--- src/include/pll_front_pkg.sv ---
/*
  Shared constants and types for the PLL front end: register offsets,
  field positions, reset values, prescaler and sync modes, carriers.
  Assumes an 8-bit register port with byte offsets as listed here.
*/
package pll_front_pkg;

  // register offsets
  localparam logic [7:0] OFS_REF_DIV_LOW = 8'h11;
  localparam logic [7:0] OFS_REF_DIV_HIGH = 8'h12;
  localparam logic [7:0] OFS_A_COUNT = 8'h13;
  localparam logic [7:0] OFS_B_COUNT_LOW = 8'h14;
  localparam logic [7:0] OFS_B_COUNT_HIGH = 8'h15;
  localparam logic [7:0] OFS_PRESCALER = 8'h16;
  localparam logic [7:0] OFS_SYNC_CTRL = 8'h19;
  localparam logic [7:0] OFS_MONITOR = 8'h1b;
  localparam logic [7:0] OFS_REF_SELECT = 8'h1c;
  localparam logic [7:0] OFS_CNT_RESET = 8'h1f;

  // values after reset: references off, sync reset disabled
  localparam logic [7:0] REG_RESET_VAL = 8'h00;

  // field layout
  localparam int REF_DIV_W = 14;
  localparam int A_W = 6;
  localparam int B_W = 13;
  localparam int N_W = 19;
  localparam int SYNC_FIELD_HI = 7;
  localparam int SYNC_FIELD_LO = 6;
  localparam int MON_SRC_HI = 4;

  // monitor pin sources
  localparam logic [4:0] MON_SRC_PRI_INVALID = 5'h17;
  localparam logic [4:0] MON_SRC_SEC_INVALID = 5'h18;

  // sync pin reset modes
  localparam logic [1:0] SYNC_OFF = 2'h0;
  localparam logic [1:0] SYNC_EDGE = 2'h2;

  // prescaler modes: dual modulus P/P+1 for 0..4, fixed divide 5..7
  localparam logic [2:0] PS_DM_2 = 3'h0;
  localparam logic [2:0] PS_DM_32 = 3'h4;
  localparam logic [2:0] PS_FD_1 = 3'h5;
  localparam logic [2:0] PS_FD_2 = 3'h6;

  // default reference loss timeout in clk cycles, used for both references
  localparam int REF_LOSS_CYC_DEF = 256;

  typedef struct packed {
    logic deglitch_off;
    logic manual_secondary;
    logic auto_enable;
    logic pin_select;
    logic prefer_secondary;
    logic secondary_on;
    logic primary_on;
    logic differential;
  } refsel_s;

  typedef struct packed {
    logic [3:0] spare;
    logic status_auto;
    logic shared_rst;
    logic fb_rst;
    logic ref_rst;
  } cnt_reset_s;

  typedef struct packed {
    logic [B_W-1:0] b;
    logic [A_W-1:0] a;
    logic [2:0] mode;
  } fb_cfg_s;

  typedef enum logic [1:0] {
    DG_PASS = 2'b01,
    DG_WAIT = 2'b10
  } deglitch_e;

endpackage

--- src/rtl/pll_ref_switch_and_dividers.sv ---
/*
  PLL front end: reference selection (manual or automatic revertive),
  switchover deglitch, loss monitor, reference and feedback dividers,
  register port. Assumes reference, feedback and pin inputs are
  asynchronous and slower than half of clk.
*/
`timescale 1ns/1ps
module pll_ref_switch_and_dividers #(
  parameter int REF_LOSS_CYC = pll_front_pkg::REF_LOSS_CYC_DEF
) (
  // clock and reset
  input wire logic clk,
  input wire logic sys_rst,
  // register port
  input wire logic [7:0] reg_addr,
  input wire logic [7:0] reg_wdata,
  input wire logic reg_wr,
  output logic [7:0] reg_rdata_ff,
  // reference and feedback clocks
  input wire logic primary_reference,
  input wire logic secondary_reference,
  input wire logic vco_feedback,
  // control pins
  input wire logic reference_choice_pin,
  input wire logic sync_pin_n,
  // status pins
  output logic reference_monitor_pin,
  output logic status_pin,
  output logic secondary_active_ff,
  // phase detector inputs
  output logic phase_detector_ref,
  output logic phase_detector_fb
);

  initial begin
    if (REF_LOSS_CYC < 2 || REF_LOSS_CYC > 65535) begin
      $error("REF_LOSS_CYC out of range");
    end
  end

  function automatic logic rise(logic prev, logic cur);
    return cur && !prev;
  endfunction

  // registers
  logic [7:0] ref_div_low_ff, ref_div_high_ff, a_count_ff;
  logic [7:0] b_count_low_ff, b_count_high_ff, prescaler_ff;
  logic [7:0] sync_ctrl_ff, monitor_ff, ref_select_ff, cnt_reset_ff;

  wire hit_rl = reg_addr == pll_front_pkg::OFS_REF_DIV_LOW;
  wire hit_rh = reg_addr == pll_front_pkg::OFS_REF_DIV_HIGH;
  wire hit_a = reg_addr == pll_front_pkg::OFS_A_COUNT;
  wire hit_bl = reg_addr == pll_front_pkg::OFS_B_COUNT_LOW;
  wire hit_bh = reg_addr == pll_front_pkg::OFS_B_COUNT_HIGH;
  wire hit_ps = reg_addr == pll_front_pkg::OFS_PRESCALER;
  wire hit_sy = reg_addr == pll_front_pkg::OFS_SYNC_CTRL;
  wire hit_mo = reg_addr == pll_front_pkg::OFS_MONITOR;
  wire hit_rs = reg_addr == pll_front_pkg::OFS_REF_SELECT;
  wire hit_cr = reg_addr == pll_front_pkg::OFS_CNT_RESET;

  always_ff @(posedge clk) begin
    if (sys_rst) begin
      ref_div_low_ff <= pll_front_pkg::REG_RESET_VAL;
      ref_div_high_ff <= pll_front_pkg::REG_RESET_VAL;
      a_count_ff <= pll_front_pkg::REG_RESET_VAL;
      b_count_low_ff <= pll_front_pkg::REG_RESET_VAL;
      b_count_high_ff <= pll_front_pkg::REG_RESET_VAL;
      prescaler_ff <= pll_front_pkg::REG_RESET_VAL;
      sync_ctrl_ff <= pll_front_pkg::REG_RESET_VAL;
      monitor_ff <= pll_front_pkg::REG_RESET_VAL;
      ref_select_ff <= pll_front_pkg::REG_RESET_VAL;
      cnt_reset_ff <= pll_front_pkg::REG_RESET_VAL;
    end else if (reg_wr) begin
      if (hit_rl) begin
        ref_div_low_ff <= reg_wdata;
      end else if (hit_rh) begin
        ref_div_high_ff <= reg_wdata;
      end else if (hit_a) begin
        a_count_ff <= reg_wdata;
      end else if (hit_bl) begin
        b_count_low_ff <= reg_wdata;
      end else if (hit_bh) begin
        b_count_high_ff <= reg_wdata;
      end else if (hit_ps) begin
        prescaler_ff <= reg_wdata;
      end else if (hit_sy) begin
        sync_ctrl_ff <= reg_wdata;
      end else if (hit_mo) begin
        monitor_ff <= reg_wdata;
      end else if (hit_rs) begin
        ref_select_ff <= reg_wdata;
      end else if (hit_cr) begin
        // reset bits stay set until software writes them back to zero
        cnt_reset_ff <= reg_wdata;
      end
    end
  end

  // read data: unused divider and prescaler bits and unmapped offsets read as zero; spare bits read back
  logic [7:0] rd_mux;
  assign rd_mux = hit_rl ? ref_div_low_ff :
                  hit_rh ? {2'h0, ref_div_high_ff[5:0]} :
                  hit_a ? {2'h0, a_count_ff[5:0]} :
                  hit_bl ? b_count_low_ff :
                  hit_bh ? {3'h0, b_count_high_ff[4:0]} :
                  hit_ps ? {5'h00, prescaler_ff[2:0]} :
                  hit_sy ? sync_ctrl_ff :
                  hit_mo ? monitor_ff :
                  hit_rs ? ref_select_ff :
                  hit_cr ? cnt_reset_ff : 8'h00;

  always_ff @(posedge clk) begin
    if (sys_rst) begin
      reg_rdata_ff <= 8'h00;
    end else begin
      reg_rdata_ff <= rd_mux;
    end
  end

  pll_front_pkg::refsel_s sel_cfg;
  pll_front_pkg::cnt_reset_s rst_cfg;
  pll_front_pkg::fb_cfg_s fb_cfg;
  assign sel_cfg = ref_select_ff;
  assign rst_cfg = cnt_reset_ff;
  assign fb_cfg = '{b: {b_count_high_ff[4:0], b_count_low_ff},
                    a: a_count_ff[5:0], mode: prescaler_ff[2:0]};

  // pin synchronisers: meta_ff is read only by sync_ff
  logic [4:0] meta_ff, sync_ff, prev_ff;
  always_ff @(posedge clk) begin
    if (sys_rst) begin
      meta_ff <= 5'h1f;
      sync_ff <= 5'h1f;
      prev_ff <= 5'h1f;
    end else begin
      meta_ff <= {sync_pin_n, reference_choice_pin, vco_feedback,
                  secondary_reference, primary_reference};
      sync_ff <= meta_ff;
      prev_ff <= sync_ff;
    end
  end

  wire pri_rise = rise(prev_ff[0], sync_ff[0]);
  wire sec_rise = rise(prev_ff[1], sync_ff[1]);
  wire vco_rise = rise(prev_ff[2], sync_ff[2]);
  wire choice_lvl = sync_ff[3];
  wire sync_fall = rise(sync_ff[4], prev_ff[4]);

  wire pri_edge = pri_rise && (sel_cfg.primary_on || sel_cfg.differential);
  wire sec_edge = sec_rise && sel_cfg.secondary_on && !sel_cfg.differential;

  // loss monitor: a reference is invalid after REF_LOSS_CYC idle cycles
  logic [15:0] idle_ff [2];
  logic [1:0] invalid;
  wire [1:0] ref_seen = {sec_edge, pri_edge};
  always_ff @(posedge clk) begin
    for (int i = 0; i < 2; i++) begin
      if (sys_rst || ref_seen[i]) begin
        idle_ff[i] <= 16'h0000;
      end else if (!invalid[i]) begin
        idle_ff[i] <= idle_ff[i] + 16'h0001;
      end
    end
  end
  assign invalid[0] = idle_ff[0] >= 16'(REF_LOSS_CYC);
  assign invalid[1] = idle_ff[1] >= 16'(REF_LOSS_CYC);

  // monitor and status pins
  wire [4:0] mon_src = monitor_ff[pll_front_pkg::MON_SRC_HI:0];
  wire pref_invalid = sel_cfg.prefer_secondary ? invalid[1] : invalid[0];
  wire mon_nxt = (mon_src == pll_front_pkg::MON_SRC_PRI_INVALID) ? invalid[0]
               : (mon_src == pll_front_pkg::MON_SRC_SEC_INVALID) ? invalid[1]
               : 1'b0;
  wire status_nxt = rst_cfg.status_auto && pref_invalid;

  always_ff @(posedge clk) begin
    if (sys_rst) begin
      reference_monitor_pin <= 1'b0;
      status_pin <= 1'b0;
    end else begin
      reference_monitor_pin <= mon_nxt;
      status_pin <= status_nxt;
    end
  end

  // selection; automatic mode leaves the preferred input only while the
  // pin says it is invalid, so it is always revertive
  wire auto_cmd = rst_cfg.status_auto ? status_pin : reference_monitor_pin;
  wire manual_sel = sel_cfg.pin_select ? choice_lvl
                  : sel_cfg.manual_secondary;
  wire want_sec = sel_cfg.differential ? 1'b0
                : sel_cfg.auto_enable ? (sel_cfg.prefer_secondary ^ auto_cmd)
                : manual_sel;
  wire switching = want_sec != secondary_active_ff;

  // deglitch: after a switch, drop edges until the new input shows one;
  // with no clock on the target this lasts until deglitch_off is set, by design
  pll_front_pkg::deglitch_e dg_ff, nxt_dg;
  wire new_edge = want_sec ? sec_edge : pri_edge;
  always_comb begin
    nxt_dg = dg_ff;
    case (dg_ff)
      pll_front_pkg::DG_PASS: begin
        if (switching && !sel_cfg.deglitch_off) begin
          nxt_dg = pll_front_pkg::DG_WAIT;
        end
      end
      pll_front_pkg::DG_WAIT: begin
        if (sel_cfg.deglitch_off || (new_edge && !switching)) begin
          nxt_dg = pll_front_pkg::DG_PASS;
        end
      end
      default: nxt_dg = pll_front_pkg::DG_PASS;
    endcase
  end

  always_ff @(posedge clk) begin
    if (sys_rst) begin
      dg_ff <= pll_front_pkg::DG_PASS;
      secondary_active_ff <= 1'b0;
    end else begin
      dg_ff <= nxt_dg;
      secondary_active_ff <= want_sec;
    end
  end

  wire sel_edge = secondary_active_ff ? sec_edge : pri_edge;
  wire gated_edge = sel_edge && !switching
                  && dg_ff == pll_front_pkg::DG_PASS;

  // divider holds: own bit, shared bit, or sync pin when enabled
  wire [1:0] sync_mode = sync_ctrl_ff[pll_front_pkg::SYNC_FIELD_HI:
                                      pll_front_pkg::SYNC_FIELD_LO];
  wire sync_hold = (sync_mode == pll_front_pkg::SYNC_EDGE) ? sync_fall
                 : (sync_mode != pll_front_pkg::SYNC_OFF) && !sync_ff[4];
  wire ref_hold = rst_cfg.ref_rst || rst_cfg.shared_rst
                || sync_hold;
  wire fb_hold = rst_cfg.fb_rst || rst_cfg.shared_rst || sync_hold;

  ref_divider #(
    .W(pll_front_pkg::REF_DIV_W)
  ) u_ref_div (
    .clk(clk),
    .sys_rst(sys_rst),
    .hold(ref_hold),
    .ratio({ref_div_high_ff[5:0], ref_div_low_ff}),
    .ref_edge(gated_edge),
    .div_pulse_ff(phase_detector_ref)
  );

  feedback_divider u_fb_div (
    .clk(clk),
    .sys_rst(sys_rst),
    .hold(fb_hold),
    .cfg(fb_cfg),
    .fb_edge(vco_rise),
    .div_pulse_ff(phase_detector_fb)
  );
endmodule

--- src/rtl/ref_divider.sv ---
/*
  Reference divider: counts qualified reference edges, emits a one-cycle
  pulse toward the phase detector every R edges.
  Assumes edge pulses already synchronised to clk.
*/
`timescale 1ns/1ps
module ref_divider #(
  parameter int W = pll_front_pkg::REF_DIV_W
) (
  // clock and reset
  input wire logic clk,
  input wire logic sys_rst,
  // control
  input wire logic hold,
  input wire logic [W-1:0] ratio,
  // edges
  input wire logic ref_edge,
  output logic div_pulse_ff
);

  initial begin
    if (W < 2) begin
      $error("ref_divider width too small");
    end
  end

  logic [W-1:0] cnt_ff;
  logic [W-1:0] last;
  logic wrap;

  // settings of zero and one both divide by one
  assign last = (ratio < W'(2)) ? '0 : ratio - W'(1);
  assign wrap = (cnt_ff >= last);

  always_ff @(posedge clk) begin
    if (sys_rst || hold) begin
      cnt_ff <= '0;
      div_pulse_ff <= 1'b0;
    end else begin
      div_pulse_ff <= ref_edge && wrap;
      if (ref_edge) begin
        cnt_ff <= wrap ? '0 : cnt_ff + W'(1);
      end
    end
  end

endmodule

--- src/rtl/feedback_divider.sv ---
/*
  Feedback divider N = P*B + A in dual modulus, P*B in fixed divide.
  Modelled as one counter over feedback edges at the computed total.
  Assumes feedback edges already synchronised to clk.
*/
`timescale 1ns/1ps
module feedback_divider (
  // clock and reset
  input wire logic clk,
  input wire logic sys_rst,
  // control
  input wire logic hold,
  input wire pll_front_pkg::fb_cfg_s cfg,
  // edges
  input wire logic fb_edge,
  output logic div_pulse_ff
);

  localparam int NW = pll_front_pkg::N_W;

  function automatic logic [NW-1:0] total_div(pll_front_pkg::fb_cfg_s c);
    logic [NW-1:0] p;
    logic [NW-1:0] n;
    p = '0;
    n = '0;
    if (c.mode <= pll_front_pkg::PS_DM_32) begin
      p = NW'(2) << c.mode;
      n = NW'(p * NW'(c.b)) + NW'(c.a);
    end else begin
      p = NW'(c.mode - pll_front_pkg::PS_FD_1) + NW'(1);
      n = NW'(p * NW'(c.b));
    end
    // b of zero is illegal; a total of zero is forced to divide by one
    if (n == '0) begin
      n = NW'(1);
    end
    return n;
  endfunction

  logic [NW-1:0] n_total;
  logic [NW-1:0] cnt_ff;
  logic wrap;

  // b of one takes no bypass; the counter runs at the computed total
  assign n_total = total_div(cfg);
  assign wrap = (cnt_ff >= n_total - NW'(1));

  always_ff @(posedge clk) begin
    if (sys_rst || hold) begin
      cnt_ff <= '0;
      div_pulse_ff <= 1'b0;
    end else begin
      div_pulse_ff <= fb_edge && wrap;
      if (fb_edge) begin
        cnt_ff <= wrap ? '0 : cnt_ff + NW'(1);
      end
    end
  end

endmodule

--- config.mk ---
export PLATFORM = sky130hd
export DESIGN_NAME = pll_ref_switch_and_dividers
export DESIGN_NICKNAME = d
export VERILOG_FILES = /design/src/include/pll_front_pkg.sv /design/src/rtl/pll_ref_switch_and_dividers.sv /design/src/rtl/ref_divider.sv /design/src/rtl/feedback_divider.sv
export SDC_FILE = /design/constraint.sdc
export NUM_CORES = 1
export LEC_CHECK = 0
export BUFFER_PORTS_ARGS = -buffer_cell sky130_fd_sc_hd__buf_4
export CAP_MARGIN = 20
export CORE_MARGIN = 1
export CORE_UTILIZATION = 48
export DETAILED_ROUTE_END_ITERATION = 16
export GPL_TIMING_DRIVEN = 1
export PLACE_DENSITY = 0.65
export SLEW_MARGIN = 10
export SYNTH_ARGS = -nofsm -noshare
export SYNTH_HDL_FRONTEND = slang
export SYNTH_HIERARCHICAL = 1
export SYNTH_SLANG_ARGS = --single-unit
--- constraint.sdc ---
create_clock -name clk -period 10 [get_ports clk]
set_clock_uncertainty 0.1 [all_clocks]
set_input_delay 2 -clock clk [delete_from_list [all_inputs] [get_ports clk]]
set_output_delay 2 -clock clk [all_outputs]
set_load 0.1 [all_outputs]
==> key figures <==
Hold path
  – Hold worst-path end: sync_ff[0]$_SDFF_PP1_
  – Worst Hold Class: reg -> reg
  – Hold path depth: 1
  – Hold_sp: meta_ff[0]$_SDFF_PP1_

Floorplanning
  – Starting density of the core: 48.8%
  – Io pins: 37
  – Die area: 31800 um^2
  – CORE AREA: 30600 um^2
  – Chip height: 178 um
  – Die width: 178 um
  – Row count: 64

Synth
  – Seq cells post-synth: 162
  – Register area share after synthesis: 23.9%
  – Top cells by count, synth: ha_1 (155), nor2_1 (153), inv_1 (140), dfxtp_1 (130), nand2_1 (114)
  – Yosys cell types: 99
  – Syn. warnings: 6
  – Predominant post-synthesis flop cell: dfxtp_1
  – EDFF count, synth: 32
  – Post-synth ARST share: 0%
  – Post-synth top area share: 17.4%
  – Post-Syn Instances: 1641
  – Dominant cell type by area after synthesis: dfxtp_1
  – Synth area leaders: dfxtp_1 (17%), fa_1 (13%), ha_1 (13%), edfxtp_1 (6.4%), mux2i_1 (5.2%)
  – Syn_area_per_cell: 9.09 um^2
  – Post-Synthesis Cell Area: 14900 um^2
  – Count leader, synth: ha_1

Finish
  – Antenna fix cells: 0
  – Nets: 1943
  – Area growth syn-to-layout: 8.61%
  – Share of cells above drive strength 1: 10.2%

STA
  – Slew headroom: 27.2%
  – Endpoints failing hold: 0
  – Finish-stage setup viols: 0
  – Max Slew Vio Count: 0
  – PnR worst setup slack: 0.561 ns
  – Hold_ws: 0.308 ns
  – Final cycle utilization of the critical path: 94.4%
  – Worst Tran Pin Value: 1.09 ns
  – Final TNS setup: 0 ns
  – FMAX: 106 MHz
  – RSZ-0062 raised after global routing: no
  – Crit path time final: 9.44 ns

Placement
  – Post-place setup slack: 0.201 ns
  – Post-DP HPWL: 27100 um
  – RePlAce Congestion: 0.884
  – Port bufs: 36

Worst setup path
  – Worst R2R Path Depth: 35
  – Worst path most repeated cell: ha_1
  – Worst reg2reg endpoint: u_fb_div/cnt_ff[6]$_SDFFE_PP0P_
  – Critical Path Fanout Max: 18
  – R2R Setup Slk: 0.56 ns
  – CP max stage delay: 0.63 ns
  – WP data required: 10.26 ns
  – RR Startpoint: b_count_high_ff[0]$_SDFFE_PP0P_
  – Critical path class: reg -> reg
  – Crit path max-delay cell type: dfxtp_1
  – CP startpoint kind: flip-flop
  – Worst setup EP type: flip-flop
  – Worst EP arrival: 9.70 ns

Drt
  – Post-DR vias/cell: 5.58
  – # DRC: 0
  – Met2 Wirelength: 16600 um
  – Top routing layer in use: met4
  – Number of detailed-route iterations in the first pass: 5
  – WL per Instance: 17.0 um
  – Antenna-violating nets left: 0
  – Vias: 11565
  – Final WL: 35200 um
  – DR iter-0 viols: 903
  – WL met3: 1430 um
  – Metal-1 WL: 16600 um

CTS
  – Clock insertion delay at the later pin of the skew report: 0.42 ns
  – CTS tree: built
  – Reg clk slew, reported paths: 0.06 ns
  – Total CTS buffers: 17
  – Root buf cell: clkbuf_16
  – Clock tree buffer depth: 2
  – CTS H-tree depth: 4
  – # hold bufs at CTS: 0
  – Number of clock sinks: 162

Job
  – Max Cap Viol: 0

Global routing
  – Largest net degree at the start of global routing: 62
  – First-pass GRT wire length: 57400 um
  – Gr usage total: 22.8%
  – Total congestion overflow: 0
  – Vias in the first global route: 11031
  – Initial antenna violation count: 0

Pwr
  – Pleak: 7.45 nW
  – Power density cells: 86.5 nW/um^2
  – VDD IR-drop max: 0.146 mV
  – Design Power: 0.00140 W

Status
  – Status: complete, no violations
[cell usage in the layout, fill, tap and decap left out, drive strengths merged, types with 16 or more instances in the layout]
cell    instances
a21o           17
a21oi          62
and2           86
and3           47
buf            64
clkbuf         18
dfxtp         130
edfxtp         32
fa             99
ha            155
inv           145
mux2i          81
nand2         114
nand2b         18
nand3          46
nand4          24
nor2          154
nor2b          28
nor3           29
nor4           17
o211ai         16
o21ai          27
or2            20
xnor2          51
xor2           44
[worst max-delay path by stage]
| stage | startpoint | to | cells after the start |
|---|---|---|---|
| after floorplan | prescaler_ff[0]$_SDFFE_PP0P_ | u_fb_div/cnt_ff[10]$_SDFFE_PP0P_ | 41 |
| after global placement | prescaler_ff[1]$_SDFFE_PP0P_ | u_fb_div/cnt_ff[16]$_SDFFE_PP0P_ | 39 |
| after detailed placement | prescaler_ff[0]$_SDFFE_PP0P_ | u_fb_div/cnt_ff[6]$_SDFFE_PP0P_ | 39 |
| after CTS | prescaler_ff[0]$_SDFFE_PP0P_ | u_fb_div/cnt_ff[6]$_SDFFE_PP0P_ | 37 |
| after global routing | b_count_high_ff[0]$_SDFFE_PP0P_ | u_fb_div/cnt_ff[3]$_SDFFE_PP0P_ | 31 |
| final | b_count_high_ff[0]$_SDFFE_PP0P_ | u_fb_div/cnt_ff[6]$_SDFFE_PP0P_ | 35 |
[critical path, delay by kind of cell (launching register included)]
kind / cells / cell delay (ns)
AOI/OAI and AO/OA: 7 / 1.60
muxes: 1 / 0.41
xor gates and xnor gates: 2 / 0.30
DFF: 1 / 0.63
buffers and inverters: 2 / 0.11
adders and majority gates: 9 / 3.37
and+or+nand+nor: 14 / 2.87
[area by class of cell]
class	instances	area (um^2)
Inverter	141	529
Fill cell	2868	14400
Clock inverter	14	129
Tap cell	396	495
Timing Repair Buffer	64	480
Sequential cell	162	3570
Clock buffer	18	439
Multi-Input combinational cell	1279	10600
[report_power, final]
part           internal, W   total, W  switching (W)  leakage [nW]
clock             0.000352   0.000626       0.000273         0.269
sequential        0.000675   0.000679     0.00000473          1.37
combinational    0.0000335  0.0000970      0.0000634          5.81
total              0.00106    0.00140       0.000342          7.45
[cell families (layout without fill, tap and decap cells)]
kind of cell | Yosys count | count (layout) | synth area share, %
xor gates and xnor gates | 95 | 95 | 5.58
and+or+nand+nor | 621 | 621 | 22.5
AOI/OAI and AO/OA | 212 | 212 | 10.1
DFF | 162 | 162 | 23.9
muxes | 83 | 83 | 5.72
adders and majority gates | 254 | 254 | 26.3
buffers and inverters | 213 | 237 | 5.83
other | 1 | 14 | 0.0251
[registers in the layout, indices dropped and copies added (netlist names), 3 cells and up]
register and cells:
prescaler_ff 3, reg_rdata_ff 8, sync_ff 5, u_fb_div/cnt_ff 19, ref_div_low_ff 8, sync_ctrl_ff 8, monitor_ff 8, u_ref_div/cnt_ff 14
b_count_low_ff 8, idle_ff 32, b_count_high_ff 5, prev_ff 4, meta_ff 5, ref_select_ff 8, ref_div_high_ff 6, cnt_reset_ff 8
a_count_ff 6
[timing repair]
| action | 4_1_cts | 5_1_grt |
|---|---|---|
| setup buffers | 0 | 0 |
| endpoints found under the setup margin | 0 | 18 |
| gates resized for setup | 0 | 8 |
[through the flow]
stage                     util, %  area (um^2)  cells
after floorplan                 -        15000   1654
after global placement       51.0        15600   2042
after detailed placement     51.0        15600   2042
after CTS                    52.9        16200   2074
after global routing         53.0        16200   2074
final                        53.0        16200   2074
[layer usage]
metal  vias to the layer above  track usage (%)
met3                        23             2.09
met4                         0             6.25
met2                       271             37.6
met5                         -                0
li1                       5671                -
met1                      5600             31.8
Power figures use the tool's default switching activity.
